`src/can_mode_pkg.sv`:
```
// constants, mode encoding and timing for the transceiver mode control
// assumes a single 20 MHz clock and synchronous active-low reset
//
// Contract
// [RULE1] governing supply switch-off undervoltage forces Off from any mode
// [RULE2] Off is the state entered at power-up and reset
// [RULE3] in Off, bus outputs and receive output are undriven
// [RULE4] on supply recovery, wait startup time, then enter selected mode
// [RULE5] standby-select high selects Standby with the wake receiver watching
// [RULE6] Standby disables transmitter and Normal-mode receiver
// [RULE7] Standby biases bus outputs to ground, not mid-level
// [RULE8] after wake-up in Standby, receive output follows low-power receiver
// [RULE9] standby-select low gives Normal only with core and I/O supplies good
// [RULE10] core below standby threshold keeps Standby when select goes low
// [RULE11] held in Standby: clear pending wake, output low-power receiver data
// [RULE12] I/O variant: wake detection works while I/O supply is good
// [RULE13] Normal transmits from transmit input, receive output shows bus
// [RULE14] Normal transmits only after transmit input seen high once
// [RULE15] I/O variant: I/O undervoltage forces Off regardless of core supply
// [RULE16] Standby wakes on the standard dominant-recessive-dominant pattern
// [RULE17] pattern: dominant, recessive, dominant, each at least minimum time
// [RULE18] short intervals between qualifying phases are ignored
// [RULE19] Standby without wake-up keeps receive output high
// [RULE20] whole pattern must finish within timeout, else detector restarts
// [RULE21] no wake flagged if Normal is entered during pattern reception
// [RULE22] timings are cycle-count parameters; undervoltage flags synchronised
package can_mode_pkg;

  // ****************************************
  // clock and timing
  // ****************************************
  localparam int CLK_HZ              = 20_000_000;
  localparam int STARTUP_US          = 50;
  localparam int WAKE_DOM_NS         = 500;
  localparam int WAKE_REC_NS         = 500;
  localparam int WAKE_TIMEOUT_US     = 1000;
  localparam int STARTUP_CYC         = STARTUP_US * (CLK_HZ / 1_000_000);
  localparam int WAKE_DOM_CYC        =
    (WAKE_DOM_NS * (CLK_HZ / 1_000_000) + 999) / 1000;
  localparam int WAKE_REC_CYC        =
    (WAKE_REC_NS * (CLK_HZ / 1_000_000) + 999) / 1000;
  localparam int WAKE_TIMEOUT_CYC    = WAKE_TIMEOUT_US * (CLK_HZ / 1_000_000);
  localparam int CNT_W               = 16;

  // ****************************************
  // operating modes
  // ****************************************
  typedef enum logic [3:0] {
    MODE_OFF     = 4'h1,
    MODE_BOOT    = 4'h2,
    MODE_STANDBY = 4'h4,
    MODE_NORMAL  = 4'h8
  } mode_t;

  // ****************************************
  // wake pattern detector states
  // ****************************************
  typedef enum logic [3:0] {
    WK_IDLE = 4'h1,
    WK_DOM1 = 4'h2,
    WK_REC  = 4'h4,
    WK_DOM2 = 4'h8
  } wake_t;

  localparam logic [1:0] BIAS_GROUND = 2'h0;
  localparam logic [1:0] BIAS_MID    = 2'h1;
  localparam logic [1:0] BIAS_FLOAT  = 2'h2;

endpackage : can_mode_pkg

```
`src/can_wake_detect.sv`:
```
// dominant-recessive-dominant wake pattern filter
// assumes bus_dom is already synchronised to clk
`timescale 1ns/100ps
`default_nettype none
module can_wake_detect #(
  parameter int DOM_CYC     = can_mode_pkg::WAKE_DOM_CYC,
  parameter int REC_CYC     = can_mode_pkg::WAKE_REC_CYC,
  parameter int TIMEOUT_CYC = can_mode_pkg::WAKE_TIMEOUT_CYC
) (
  // clock and reset
  input  wire logic clk,
  input  wire logic rst_b,
  // control
  input  wire logic enable,
  input  wire logic bus_dom,
  // result
  output logic      wake
);

  localparam int W = can_mode_pkg::CNT_W;

  can_mode_pkg::wake_t state;
  can_mode_pkg::wake_t next_state;
  logic [W-1:0]        phase_cnt;
  logic [W-1:0]        total_cnt;
  logic [W-1:0]        short_cnt;
  logic                next_wake;

  wire phase_dom = (state == can_mode_pkg::WK_DOM1) ||
                   (state == can_mode_pkg::WK_DOM2);
  // a level opposite to the wanted phase that is still short is a glitch
  wire opposite  = phase_dom ? !bus_dom : bus_dom;
  wire dom_done  = phase_cnt >= W'(DOM_CYC);
  wire rec_done  = phase_cnt >= W'(REC_CYC);
  wire short_max = phase_dom ? (short_cnt >= W'(REC_CYC))
                             : (short_cnt >= W'(DOM_CYC));
  wire timed_out = (state != can_mode_pkg::WK_IDLE) &&
                   (total_cnt >= W'(TIMEOUT_CYC));

  always_comb begin
    next_state = state;
    next_wake  = 1'b0;
    case (state)
      can_mode_pkg::WK_IDLE: begin
        if (bus_dom) next_state = can_mode_pkg::WK_DOM1;
      end
      can_mode_pkg::WK_DOM1: begin
        // [RULE17] first dominant phase
        if (dom_done && !bus_dom) next_state = can_mode_pkg::WK_REC;
        else if (!dom_done && opposite && short_max)
          next_state = can_mode_pkg::WK_IDLE;
      end
      can_mode_pkg::WK_REC: begin
        // [RULE17] recessive phase
        if (rec_done && bus_dom) next_state = can_mode_pkg::WK_DOM2;
      end
      can_mode_pkg::WK_DOM2: begin
        // [RULE16] pattern complete
        if (dom_done) begin
          next_wake  = 1'b1;
          next_state = can_mode_pkg::WK_IDLE;
        end
      end
      default: next_state = can_mode_pkg::WK_IDLE;
    endcase
    // [RULE20] restart on timeout
    if (timed_out) begin
      next_state = can_mode_pkg::WK_IDLE;
      next_wake  = 1'b0;
    end
  end

  always_ff @(posedge clk) begin
    if (!rst_b || !enable) begin
      state     <= can_mode_pkg::WK_IDLE;
      phase_cnt <= '0;
      total_cnt <= '0;
      short_cnt <= '0;
      wake      <= 1'b0;
    end else begin
      state    <= next_state;
      wake     <= next_wake;
      if (state == can_mode_pkg::WK_IDLE) total_cnt <= '0;
      else if (!timed_out) total_cnt <= total_cnt + W'(1);
      if (next_state != state) begin
        phase_cnt <= '0;
        short_cnt <= '0;
      end else if (opposite) begin
        // [RULE18] short opposite intervals ignored
        short_cnt <= short_cnt + W'(1);
      end else begin
        short_cnt <= '0;
        if (!dom_done || !rec_done) phase_cnt <= phase_cnt + W'(1);
      end
    end
  end

endmodule : can_wake_detect
`default_nettype wire

```
`src/can_mode_ctrl.sv`:
```
// transceiver mode control: Off, startup, Standby and Normal
// assumes pins and undervoltage flags are asynchronous to clk
`timescale 1ns/100ps
`default_nettype none
module can_mode_ctrl #(
  parameter bit          IO_VARIANT  = 1'b1,
  parameter int          STARTUP_CYC = can_mode_pkg::STARTUP_CYC,
  parameter int          DOM_CYC     = can_mode_pkg::WAKE_DOM_CYC,
  parameter int          REC_CYC     = can_mode_pkg::WAKE_REC_CYC,
  parameter int          TIMEOUT_CYC = can_mode_pkg::WAKE_TIMEOUT_CYC
) (
  // clock and reset
  input  wire logic       clk,
  input  wire logic       rst_b,
  // controller side pins
  input  wire logic       tx_data,
  input  wire logic       standby_sel,
  output logic            rx_data,
  output logic            rx_data_oe,
  // supply monitors, high while under threshold
  input  wire logic       core_switchoff_uv_flag,
  input  wire logic       core_standby_uv_flag,
  input  wire logic       io_switchoff_uv_flag,
  // analog front end
  input  wire logic       bus_dom_normal,
  input  wire logic       bus_dom_lowpower,
  output logic            drive_dom,
  output logic [1:0]      bus_bias,
  output logic            normal_rx_en,
  output logic            lowpower_rx_en,
  // status
  output logic [3:0]      mode,
  output logic            wake_pending
);

  localparam int W = can_mode_pkg::CNT_W;

  // ****************************************
  // input synchronisers
  // ****************************************
  localparam int NSYNC = 7;
  // syncs start on the safe side: supplies low, pins recessive, so the
  // first edges after reset cannot fake a supply recovery
  localparam logic [NSYNC-1:0] SYNC_SAFE = 7'h7c;
  logic [NSYNC-1:0] sync_a;
  logic [NSYNC-1:0] sync_b;
  wire  [NSYNC-1:0] raw_in = {tx_data, standby_sel, core_switchoff_uv_flag,
                              core_standby_uv_flag, io_switchoff_uv_flag,
                              bus_dom_normal, bus_dom_lowpower};

  // [RULE22] two-stage sync
  always_ff @(posedge clk) begin
    if (!rst_b) begin
      sync_a <= SYNC_SAFE;
      sync_b <= SYNC_SAFE;
    end else begin
      sync_a <= raw_in;
      sync_b <= sync_a;
    end
  end

  wire s_tx      = sync_b[6];
  wire s_stb     = sync_b[5];
  wire s_core_so = sync_b[4];
  wire s_core_sb = sync_b[3];
  wire s_io_so   = sync_b[2];
  wire s_dom_n   = sync_b[1];
  wire s_dom_lp  = sync_b[0];

  // ****************************************
  // supply decode
  // ****************************************
  // [RULE1] governing supply switch-off
  // [RULE15] I/O undervoltage alone decides Off on the I/O variant
  wire gov_off   = IO_VARIANT ? s_io_so : s_core_so;
  // [RULE9] Normal needs core above standby threshold
  wire normal_ok = !s_core_sb && !s_stb;
  // [RULE10] low select with weak core stays Standby
  wire held_stby = !s_stb && s_core_sb;

  // ****************************************
  // mode state machine
  // ****************************************
  can_mode_pkg::mode_t state;
  can_mode_pkg::mode_t next_state;
  logic [W-1:0]        boot_cnt;
  logic                tx_armed;
  logic                wake_seen;
  logic                held_last;
  wire                 wake_hit;
  wire boot_done = boot_cnt >= W'(STARTUP_CYC);

  always_comb begin
    next_state = state;
    case (state)
      can_mode_pkg::MODE_OFF: begin
        // [RULE4] begin initialisation on recovery
        if (!gov_off) next_state = can_mode_pkg::MODE_BOOT;
      end
      can_mode_pkg::MODE_BOOT: begin
        // [RULE4] selected mode after startup
        if (boot_done) next_state = normal_ok ? can_mode_pkg::MODE_NORMAL
                                              : can_mode_pkg::MODE_STANDBY;
      end
      can_mode_pkg::MODE_STANDBY: begin
        if (normal_ok) next_state = can_mode_pkg::MODE_NORMAL;
      end
      can_mode_pkg::MODE_NORMAL: begin
        // [RULE5] select high gives Standby
        if (!normal_ok) next_state = can_mode_pkg::MODE_STANDBY;
      end
      default: next_state = can_mode_pkg::MODE_OFF;
    endcase
    // [RULE1] Off from any mode
    if (gov_off) next_state = can_mode_pkg::MODE_OFF;
  end

  wire in_stby   = state == can_mode_pkg::MODE_STANDBY;
  wire in_normal = state == can_mode_pkg::MODE_NORMAL;
  // [RULE12] wake detection powered while governing supply is good
  // [RULE21] detector held in reset outside Standby
  wire det_en    = in_stby && !gov_off && !normal_ok;

  can_wake_detect #(
    .DOM_CYC     (DOM_CYC),
    .REC_CYC     (REC_CYC),
    .TIMEOUT_CYC (TIMEOUT_CYC)
  ) u_wake (
    .clk     (clk),
    .rst_b   (rst_b),
    .enable  (det_en),
    .bus_dom (s_dom_lp),
    .wake    (wake_hit)
  );

  // [RULE2] Off after reset
  always_ff @(posedge clk) begin
    if (!rst_b) begin
      state <= can_mode_pkg::MODE_OFF;
    end else begin
      state <= next_state;
    end
  end

  always_ff @(posedge clk) begin
    if (!rst_b || state != can_mode_pkg::MODE_BOOT) begin
      boot_cnt <= '0;
    end else if (!boot_done) begin
      boot_cnt <= boot_cnt + W'(1);
    end
  end

  // [RULE14] arm transmitter after first high input
  always_ff @(posedge clk) begin
    if (!rst_b || !in_normal) begin
      tx_armed <= 1'b0;
    end else if (s_tx) begin
      tx_armed <= 1'b1;
    end
  end

  // [RULE11] clear pending wake when held in Standby
  always_ff @(posedge clk) begin
    if (!rst_b || !in_stby) begin
      wake_seen <= 1'b0;
      held_last <= 1'b0;
    end else begin
      held_last <= held_stby;
      if (wake_hit) wake_seen <= 1'b1;
      else if (held_stby && !held_last) wake_seen <= 1'b0;
    end
  end

  // ****************************************
  // output decode
  // ****************************************
  // [RULE8] follow low-power receiver after wake or when held
  wire lp_follow = wake_seen || held_stby;
  // [RULE19] otherwise high in Standby
  wire next_rx   = in_normal ? !s_dom_n :
                   lp_follow ? !s_dom_lp : 1'b1;
  // [RULE3] undriven in Off and during boot
  wire next_oe   = in_normal || in_stby;
  // [RULE13] drive from transmit input
  // [RULE6] no drive outside Normal
  wire next_drv  = in_normal && tx_armed && !s_tx;
  // [RULE7] ground bias in Standby
  wire [1:0] next_bias = in_normal ? can_mode_pkg::BIAS_MID :
                         in_stby   ? can_mode_pkg::BIAS_GROUND :
                                     can_mode_pkg::BIAS_FLOAT;

  always_ff @(posedge clk) begin
    if (!rst_b) begin
      rx_data        <= 1'b1;
      rx_data_oe     <= 1'b0;
      drive_dom      <= 1'b0;
      bus_bias       <= can_mode_pkg::BIAS_FLOAT;
      normal_rx_en   <= 1'b0;
      lowpower_rx_en <= 1'b0;
      mode           <= can_mode_pkg::MODE_OFF;
      wake_pending   <= 1'b0;
    end else begin
      rx_data        <= next_rx;
      rx_data_oe     <= next_oe;
      drive_dom      <= next_drv;
      bus_bias       <= next_bias;
      normal_rx_en   <= in_normal;
      lowpower_rx_en <= in_stby;
      mode           <= state;
      wake_pending   <= wake_seen;
    end
  end

endmodule : can_mode_ctrl
`default_nettype wire

```
`config.mk`:
```
export PLATFORM = sky130hd
export DESIGN_NAME = can_mode_ctrl
export DESIGN_NICKNAME = d
export VERILOG_FILES = /design/src/can_mode_pkg.sv /design/src/can_wake_detect.sv /design/src/can_mode_ctrl.sv
export SDC_FILE = /design/constraint.sdc
export NUM_CORES = 1
export LEC_CHECK = 0
export BUFFER_PORTS_ARGS = -buffer_cell sky130_fd_sc_hd__buf_2
export CORE_MARGIN = 1.5
export CORE_UTILIZATION = 54
export CTS_CLUSTER_SIZE = 12
export DETAILED_ROUTE_END_ITERATION = 8
export PLACE_DENSITY = 0.78
export SYNTH_ARGS = -nofsm -noshare
export SYNTH_HDL_FRONTEND = slang
export SYNTH_SLANG_ARGS = --single-unit
export TNS_END_PERCENT = 1
```
`constraint.sdc`:
```
create_clock -name clk -period 2.4 [get_ports clk]
set_input_delay 0.24 -clock clk [delete_from_list [all_inputs] [get_ports clk]]
set_output_delay 0.24 -clock clk [all_outputs]
set_load 0.05 [all_outputs]
```
### Yosys cells after proc, flatten, opt, wreduce, memory -nomap -nowiden

Cells that the tools add are included.

* register bits: 102
* input bits: 9
* logic and storage cells: 106
* output and inout bits: 12

* reduce and logical (&&, ||, !) cells: 40
* equality and inequality tests: 14
* bitwise operators: 4
* magnitude comparators: 4
* mux-type cells: 20
* add/subtract/negate cells: 4

Operator list (number)
* 16-bit by 1-bit adder with 16-bit output (second input constant): 4
* 4-bit 2-to-1 mux: 10
* 16-bit by 4-bit >= comparator with 1-bit output (second input constant): 2
* 4-bit case mux with 4 select lines: 2
* 16-bit by 10-bit >= comparator with 1-bit output (second input constant): 1
* 16-bit by 15-bit >= comparator with 1-bit output (second input constant): 1
* 1-bit zero test: 13
* 1-bit logical AND: 12
* 4-bit by 1-bit equality test with 1-bit output (second input constant): 2
* 4-bit by 2-bit equality test with 1-bit output (second input constant): 2
* 4-bit by 3-bit equality test with 1-bit output (second input constant): 2
* 4-bit equality test (second input constant): 2
* 1-bit logical OR: 7
* 1-bit 2-to-1 mux: 6
* 2-bit inequality test (second input constant): 3
* 2-bit OR reduction: 3
* 3-bit OR reduction: 2
* 2-bit 2-to-1 mux: 2
* 4-bit by 1-bit inequality test with 1-bit output (second input constant): 1
* 4-bit by 2-bit inequality test with 1-bit output (second input constant): 1
* 4-bit inequality test: 1
* 1-bit NOT: 4
* 3-bit AND reduction: 1
* 2-bit AND reduction: 1
* 2-bit nonzero test: 1

### Depth between registers and ports, before layout

Gate-level depths: netlist of run 1.

* word-level depth: 11
* depth in mapped cells: 10
* mapped depth without buffers: 8

### By module

Synthesis of run 1 repeated with hierarchy kept, for this count alone.

* cell total of the unflattened synthesis: 440
* area, all modules: 4403.0 um^2

By module, submodules not included
* can_wake_detect: cells each 276, instances 1, area an instance 2762.6 um^2, sequential area each 1061.0 um^2
* can_mode_ctrl: cells each 164, instances 1, area an instance 1640.3 um^2, sequential area each 920.9 um^2

### Worst setup path after synthesis of run 1

Ideal clock, no wire load.

* kind: reg-to-reg
* start: register u_wake.phase_cnt[0]
* end: register u_wake.short_cnt[13]
* path buffers: 2
* data required time: 2311 ps
* setup time: 89 ps
* arrival time: 2298 ps
* cell stages (with the launch flop): 11
* clock period less this slack: 2387 ps
* path slack: 13 ps
* path through: dfxtp_1 -> inv_1 -> ha_1 -> o31ai_1 -> and4_1 -> clkbuf_1 -> o221ai_1 -> mux2i_1 -> o32a_1 -> buf_2 -> nor4_2

* cells in the longest elaborated chain, start to end: 10
* elaborated cells on any way between the ends: 14
* those cells by class: order compare (1); eq/ne (1); mux (6); reduce/logical (6)

Ends and longest elaborated chain
* start: declaration: RTL line can_wake_detect.sv:24 `logic [W-1:0] phase_cnt;`
* start signal: assignment: RTL line can_wake_detect.sv:93 `if (!dom_done || !rec_done) phase_cnt <= phase_cnt + W'(1);`
* 16-bit by 4-bit >= comparator with 1-bit output *: RTL line can_wake_detect.sv:33, can_wake_detect.sv:34
* 1-bit zero test: RTL line can_wake_detect.sv:50 `else if (!dom_done && opposite && short_max)`
* 1-bit logical AND (2 in series): RTL line can_wake_detect.sv:50
* 4-bit 2-to-1 mux: RTL line can_wake_detect.sv:50
* 4-bit 2-to-1 mux: RTL line can_wake_detect.sv:49 `if (dom_done && !bus_dom) next_state = can_mode_pkg::WK_REC;`
* 4-bit case mux with 4 select lines *: RTL line can_wake_detect.sv:43 `case (state)`
* 4-bit 2-to-1 mux *: RTL line can_wake_detect.sv:67 `if (timed_out) begin`
* 4-bit inequality test *: RTL line can_wake_detect.sv:85 `if (next_state != state) begin`
* 3-bit OR reduction (no line) *
* end signal: assignment: RTL line can_wake_detect.sv:90 `short_cnt <= short_cnt + W'(1);`
* end: declaration: RTL line can_wake_detect.sv:26 `logic [W-1:0] short_cnt;`

Every way passes the cells marked *; elsewhere a longest branch is shown, timed or not.
A chain may end at the register's enable or synchronous reset.

### Final worst setup path of run 1

* start: register u_wake.total_cnt[5]
* end: register u_wake.short_cnt[2]

* cells in the longest elaborated chain, start to end: 5

Ends and longest elaborated chain
* start: declaration: RTL line can_wake_detect.sv:25 `logic [W-1:0] total_cnt;`
* start signal: assignment: RTL line can_wake_detect.sv:84 `else if (!timed_out) total_cnt <= total_cnt + W'(1);`
* 16-bit by 15-bit >= comparator with 1-bit output: RTL line can_wake_detect.sv:38 `(total_cnt >= W'(TIMEOUT_CYC));`
* 1-bit logical AND: RTL line can_wake_detect.sv:37 `wire timed_out = (state != can_mode_pkg::WK_IDLE) &&`
* 4-bit 2-to-1 mux: RTL line can_wake_detect.sv:67
* 4-bit inequality test: RTL line can_wake_detect.sv:85
* 3-bit OR reduction (no line)

Every way passes these cells.

==> flow_metrics.py, run 1 <==
metrics = {
    "synth": {
        "synth_nets": 460,
        "synth.most_common_cell": "dfxtp_1",
        "synthCells": 443,
        "synth_area_leaders": "dfxtp_1, xor2_1, nor2_1",
        "synthArstFlopShare_pct": 0,
        "synth_common_cells": "dfxtp_1, nor2_1, nand2_1",
        "ys_types": 53,
        "syn-cell-area_sq_mm": 0.00414,
        "synth_edf_count": 0,
        "synth_top_area_share_pct": 47.9,
        "yosysTopAreaCell": "dfxtp_1",
        "synth-seq-cells": 99,
        "synth-main-ff-cell": "dfxtp_1",
        "synth_area_per_cell_sq_um": 9.33,
        "yosysWarnings": 0,
        "seq_area_frac_synth_pct": 47.9,
    },
    "drt": {
        "detail_route.drc_violations": 0,
        "via_per_inst": 5.63,
        "first_pass_iters": 4,
        "wl_per_cell_um": 14.1,
        "ant_nets": 0,
        "via_count": 3251,
        "finalWirelength_mm": 8.12,
        "drt_iter0_drc": 173,
    },
    "clock_network": {
        "ctsLongestPathBuffers": 2,
        "cts_tree": "built",
        "cts_inserted_buffers": 9,
        "postCtsSetupBuffers": 0,
        "root_buffer": "clkbuf_8",
        "path_clk_slew_ns": 0.10,
        "clkLatencyLatePin_ns": 0.37,
        "cts-htree-levels": 3,
        "clock-sinks": 99,
    },
    "sta": {
        "setup_viol": 0,
        "period_minus_slack_ns": 2.35,
        "hold_viol": 0,
        "worst_pin_slew_ns": 0.691,
        "fin_skew_ns": 0.0139,
        "slew_headroom_pct": 53.5,
        "fin_tns_setup_ns": 0,
        "finalMaxSlewViolations": 0,
        "period_share_pct": 97.9,
        "rsz0062_at_grt": "true",
        "fmax_ghz": 0.426,
        "hold-worst-slack_ns": 0.0389,
    },
    "critical_path": {
        "path_buf_inv": 1,
        "critPathTopFamily": "simple AND/OR/NAND/NOR gates",
        "worst-setup-path-type": "register to register",
        "crit_path_max_incr_delay_ns": 0.37,
        "startpoint_type": "register",
        "cp_cell_sequence": "nor4_4 > o211ai_1 > or3_1 > maj3_2 > a211o_1 > buf_12 > nor4_2",
        "arrival_ns": 2.62,
        "crit_fanout": 31,
        "slowest_stage": "dfxtp_2",
        "worstPathRequired_ns": 2.67,
        "crit_path_end_kind": "register",
    },
    "layout": {
        "drive_gt1_share_pct": 18.6,
        "fillers": 596,
        "synthToLayoutAreaGrowth_pct": 14.7,
        "ff_latch_area_sq_mm": 0.00198,
        "nets": 490,
        "antenna_cells": 0,
        "multi_input_area_sq_mm": 0.00206,
    },
    "pwr": {
        "power.internal_uw": 2190,
        "ir_drop_v": 0.000588,
        "switching_share_pct": 23.3,
        "switchingPower_uw": 663,
        "p_comb_share_pct": 2.1,
        "p_clk_share_pct": 39.7,
        "power_density_mw_per_mm2": 601,
        "leakage_uw": 0.00163,
        "power_frac_seq_pct": 58.2,
        "p_total_uw": 2850,
    },
    "die": {
        "dieArea_sq_mm": 0.00819,
        "die_h_um": 90.5,
        "num_rows": 31,
        "die_w_um": 90.5,
        "core_area_sq_mm": 0.00733,
        "start_util_pct": 56.4,
        "io_pins": 21,
    },
    "global_route": {
        "gr-usage-all-layers_pct": 20.9,
        "grt.overflow.total": 0,
        "grt_max_degree": 32,
        "first_global_vias": 3160,
        "antenna_found_initial": 0,
        "grt_pass1_wl_mm": 14.0,
    },
    "placed_design": {
        "gp_congestion": 0.824,
        "hpwlAfterDp_mm": 5.31,
        "io_buffer_count": 19,
    },
    "outcome": {
        "outcome": "finished, final reports clean",
    },
    "hold_path": {
        "min_path_type": "input pin to register",
    },
    "run": {
        "maxCapViolations": 0,
    },
}
-- metrics by stage --
stage          cell area, sq um  util (%)  setup slack (ns)  std cells
4_1_cts                    4660      63.5          -0.00110        576
3_3_place_gp               4420      60.4             0.119        560
6_report                   4740      64.7            0.0500        577
5_1_grt                    4740      64.7            -0.116        577
3_5_place_dp               4420      60.4            0.0154        560
2_1_floorplan              4140         -            0.0133        443
-- final cells by class --
type,count,share of cell area [%]
inverter,20,1.58
timing repair buffer,38,5.91
sequential,99,41.8
clock inverter,7,1.95
tap,99,2.61
clock buffer,9,2.61
multi-input combinational,305,43.5
-- path summary, 6_finish.rpt --
check	from	endpoint	slack (ns)	cells past startpoint
setup / recovery	u_wake.total_cnt[5]	u_wake.short_cnt[2]	0.05	7
hold / removal	core_standby_uv_flag	sync_a[3]	0.04	2
setup reg to reg	u_wake.total_cnt[5]	u_wake.short_cnt[2]	0.05	7
hold reg to reg	sync_a[6]	sync_b[6]	0.42	1
-- flip-flops by register name, indices dropped and copies added, names as in the netlist, 4 cells and up --
| signal | flops |
|---|---|
| u_wake.short_cnt | 16 |
| sync_b | 6 |
| boot_cnt | 16 |
| mode | 4 |
| u_wake.phase_cnt | 16 |
| u_wake.total_cnt | 16 |
| sync_a | 6 |
| state | 4 |
| u_wake.state | 4 |
-- layer usage --
layer	GRT usage, %	up-vias	wire length [um]
met1	24.7	1551	3690
met2	35.4	60	4010
met4	7.41	0	157
met5	0	-	0
li1	-	1623	-
met3	6.73	17	259
-- power by group through the flow --
stage / sequential [uW] / combinational, uW / clock, uW
finish: 1660 / 59.9 / 1130
global route: 1660 / 65.3 / 1230
CTS: 1660 / 54.4 / 1150
detailed placement: 1700 / 53.8 / 0
global placement: 1700 / 52.2 / 0
floorplan: 1700 / 33.5 / 0
-- worst register-to-register path, delay by kind of cell (launching register included) --
family	cells	cell delay [ns]
buffers and inverters	1	0.19
AND/OR/NAND/NOR	3	0.94
AO/OA/AOI/OAI	2	0.45
adder cells (fa/ha/maj)	1	0.31
flip-flops	1	0.37
-- logic make-up (layout without fill, tap and decap cells) --
kind of cell    Yosys count  after routing  synth area share [%]
xor+xnor                 32             32                  6.78
simple gates            201            201                  28.7
flops                    99             99                  47.9
buf+inv                  39             74                  3.99
compound gates           60             60                  9.17
mux                       3              3                 0.756
fa+ha+maj                 9              9                  2.69
-- cells in the final DEF, fill, tap and decap left out, types with 2 or more instances in the layout --
cell	instances
a21o_1	2
nand3_1	11
inv_1	20
nor3b_1	11
buf_4	16
clkbuf_8	9
nand2b_1	13
and3_1	3
nor4_2	16
nor4_4	2
nor3_1	11
ha_1	8
buf_12	2
inv_6	2
o2111ai_1	2
a21oi_1	17
mux2i_1	2
a31oi_1	3
o21ai_0	18
nor4_1	11
buf_2	19
or3_1	11
dfxtp_1	97
nand4_1	12
nor2_1	45
dfxtp_2	2
xor2_1	21
nand2_1	25
or2_2	3
o31ai_1	3
and2_1	14
and4_1	2
xnor2_1	11
clkinv_4	2
-- repair_timing --
action,4_1_cts,5_1_grt
endpoints found under the setup margin,2,30
pin swaps,0,3
hold buffers,0,0
cloned,0,1
resized for setup,2,15
(Power assumes the default switching activity.)
==> run 2: changes to the inputs <==
--- a/config.mk
+++ b/config.mk
@@ -11,6 +11,7 @@
 export CTS_CLUSTER_SIZE = 12
 export DETAILED_ROUTE_END_ITERATION = 8
 export PLACE_DENSITY = 0.78
+export REMOVE_ABC_BUFFERS = 1
 export SYNTH_ARGS = -nofsm -noshare
 export SYNTH_HDL_FRONTEND = slang
 export SYNTH_SLANG_ARGS = --single-unit
==> run 2 against run 1 <==
  * Wire length shrank 6.3%
  * Sequential power hardly changed
  * Via count decreased by 0.62%
  * Critical path depth did not move
  * Combinational power fell by 1%
  * Total power decreased by 4.8%
  * Register-to-register slack better by 0.05 ns
  * Largest cell class unchanged
  * Cell count grew 1.6%
  * Critical endpoint is now u_wake.short_cnt[7]
  * Clock power fell by 12%
  * First-iteration DRC count decreased by 17%
  * Global-route usage fell by 1.0 points
==> flow_metrics.py, run 2 (synthesis gave the netlist of run 1 again) <==
metrics = {
    "outcome": {
        "outcome": "finished, final reports clean",
    },
    "global_route": {
        "gr-usage-all-layers_pct": 19.9,
        "first_global_vias": 3080,
        "grt.overflow.total": 0,
        "grt_pass1_wl_mm": 13.5,
        "grt_max_degree": 21,
        "antenna_found_initial": 0,
    },
    "clock_network": {
        "clock-sinks": 99,
        "ctsLongestPathBuffers": 2,
        "clkLatencyLatePin_ns": 0.37,
        "cts_tree": "built",
        "root_buffer": "clkbuf_8",
        "cts_inserted_buffers": 9,
        "cts-htree-levels": 3,
        "path_clk_slew_ns": 0.10,
    },
    "placed_design": {
        "io_buffer_count": 19,
        "gp_congestion": 0.882,
        "dpl_cell_area_sq_mm": 0.00446,
        "hpwlAfterDp_mm": 5.29,
        "dp_slack_ns": -0.0544,
    },
    "drt": {
        "first_pass_iters": 5,
        "drt_iter0_drc": 144,
        "finalWirelength_mm": 7.61,
        "wl_per_cell_um": 13.0,
        "via_per_inst": 5.51,
        "ant_nets": 0,
        "via_count": 3231,
        "detail_route.drc_violations": 0,
    },
    "layout": {
        "antenna_cells": 0,
        "fillers": 607,
        "drive_gt1_share_pct": 19.7,
        "fin_area_sq_mm": 0.00474,
        "finalCoreUtilization_pct": 64.7,
        "nets": 499,
        "layout_commonest_cell": "dfxtp_1",
        "final_cell_mix": "dfxtp_1, nor2_1, buf_4, nand2_1, xor2_1",
        "synthToLayoutAreaGrowth_pct": 14.7,
    },
    "sta": {
        "fin_skew_ns": 0.0148,
        "slew_headroom_pct": 51.0,
        "setup_viol": 0,
        "rsz0062_at_grt": "true",
        "fin_ws_ns": 0.101,
        "period_minus_slack_ns": 2.30,
        "worst_pin_slew_ns": 0.729,
        "fmax_ghz": 0.435,
        "hold_viol": 0,
        "finalMaxSlewViolations": 0,
        "period_share_pct": 95.8,
    },
    "pwr": {
        "leakage_uw": 0.00165,
        "p_total_uw": 2710,
        "ir_drop_v": 0.000501,
        "power_density_mw_per_mm2": 572,
    },
    "die": {
        "die_w_um": 90.5,
        "die_h_um": 90.5,
        "num_rows": 31,
        "start_util_pct": 56.4,
        "dieArea_sq_mm": 0.00819,
        "core_area_sq_mm": 0.00733,
        "io_pins": 21,
    },
    "critical_path": {
        "startpoint_type": "register",
        "crit_path_max_incr_delay_ns": 0.36,
        "slowest_stage": "dfxtp_2",
        "r2r_start": "u_wake.total_cnt[5]",
        "arrival_ns": 2.58,
        "rrSetupSlack_ns": 0.10,
        "crit_path_end_kind": "register",
        "worstPathRequired_ns": 2.68,
        "critical_path.startpoint": "u_wake.total_cnt[5]",
        "worst-setup-path-type": "register to register",
        "cp_cell_sequence": "nor4_4 > o211ai_1 > or3_1 > maj3_2 > a211o_4 > buf_12 > nor4_2",
        "r2r-end": "u_wake.short_cnt[7]",
        "worst-r2r-cell-count": 7,
        "crit_fanout": 20,
    },
    "hold_path": {
        "hold_end": "sync_a[6]",
        "min_path_cells": 2,
        "min_path_type": "input pin to register",
        "worstHoldStart": "tx_data",
    },
    "run": {
        "maxCapViolations": 0,
    },
}
run 2: cell count changes in the layout (fill, tap and decap cells not counted), sizes merged:
cell and delta:
bufinv -1, buf +10, clkbuf -1, clkinvlp +2
clkinv -1
run 2: stage by stage:
step | instances | TNS, ns | hold slack [ns]
after global placement | 567 | 0 | 0.388
after detailed placement | 567 | -0.156 | 0.394
final | 586 | 0 | 0.0491
after global routing | 586 | -0.209 | 0.0442
after CTS | 585 | 0 | 0.0345
after floorplan | 424 | -5.31 | 0.302
run 2: worst max-delay path: cells and delay by family (launching register included):
kind / cells / cell delay [ns]
AO/OA/AOI/OAI: 2 / 0.49
AND/OR/NAND/NOR: 3 / 0.85
flip-flops: 1 / 0.36
buffers and inverters: 1 / 0.17
adder cells (fa/ha/maj): 1 / 0.33
run 2: layout make-up:
cell class                 count  area (sq um)  share of cell area [%]
clock inverter                 7          60.1                    1.27
sequential                    99          1980                    41.8
inverter                      20          75.1                    1.58
tap                           99           124                    2.61
clock buffer                   9           124                    2.61
timing repair buffer          47           322                    6.78
multi-input combinational    305          2060                    43.4
run 2: report_power, final:
part	switching [uW]	leakage, uW	internal, uW	total (uW)
clock network	602	0.0000897	394	996
registers	5.60	0.000801	1650	1660
logic	33.1	0.000757	25.9	59.1
run 2: worst max path at each step:
| stage | end | slack (ns) |
|---|---|---|
| 2_1_floorplan | u_wake.phase_cnt[1] | -0.20 |
| 3_3_place_gp | u_wake.short_cnt[3] | 0.05 |
| 3_5_place_dp | u_wake.short_cnt[7] | -0.05 |
| 4_1_cts | u_wake.short_cnt[7] | 0.007 |
| 5_1_grt | u_wake.short_cnt[9] | -0.03 |
| 6_report | u_wake.short_cnt[7] | 0.10 |
run 2: what timing repair did:
action	CTS	global route
pin swaps	1	3
resized for setup	6	9
setup endpoints to repair	11	28
hold buffers	0	0
gates cloned	0	0
buffers inserted	2	1
run 2: metal layers:
layer | share of wire (%) | track usage, % | routed length [um]
met1 | 48 | 25.3 | 3630
met3 | 3.6 | 4.63 | 273
met2 | 48 | 33.6 | 3640
met5 | 0 | 0 | 0
met4 | 0.81 | 5.69 | 62
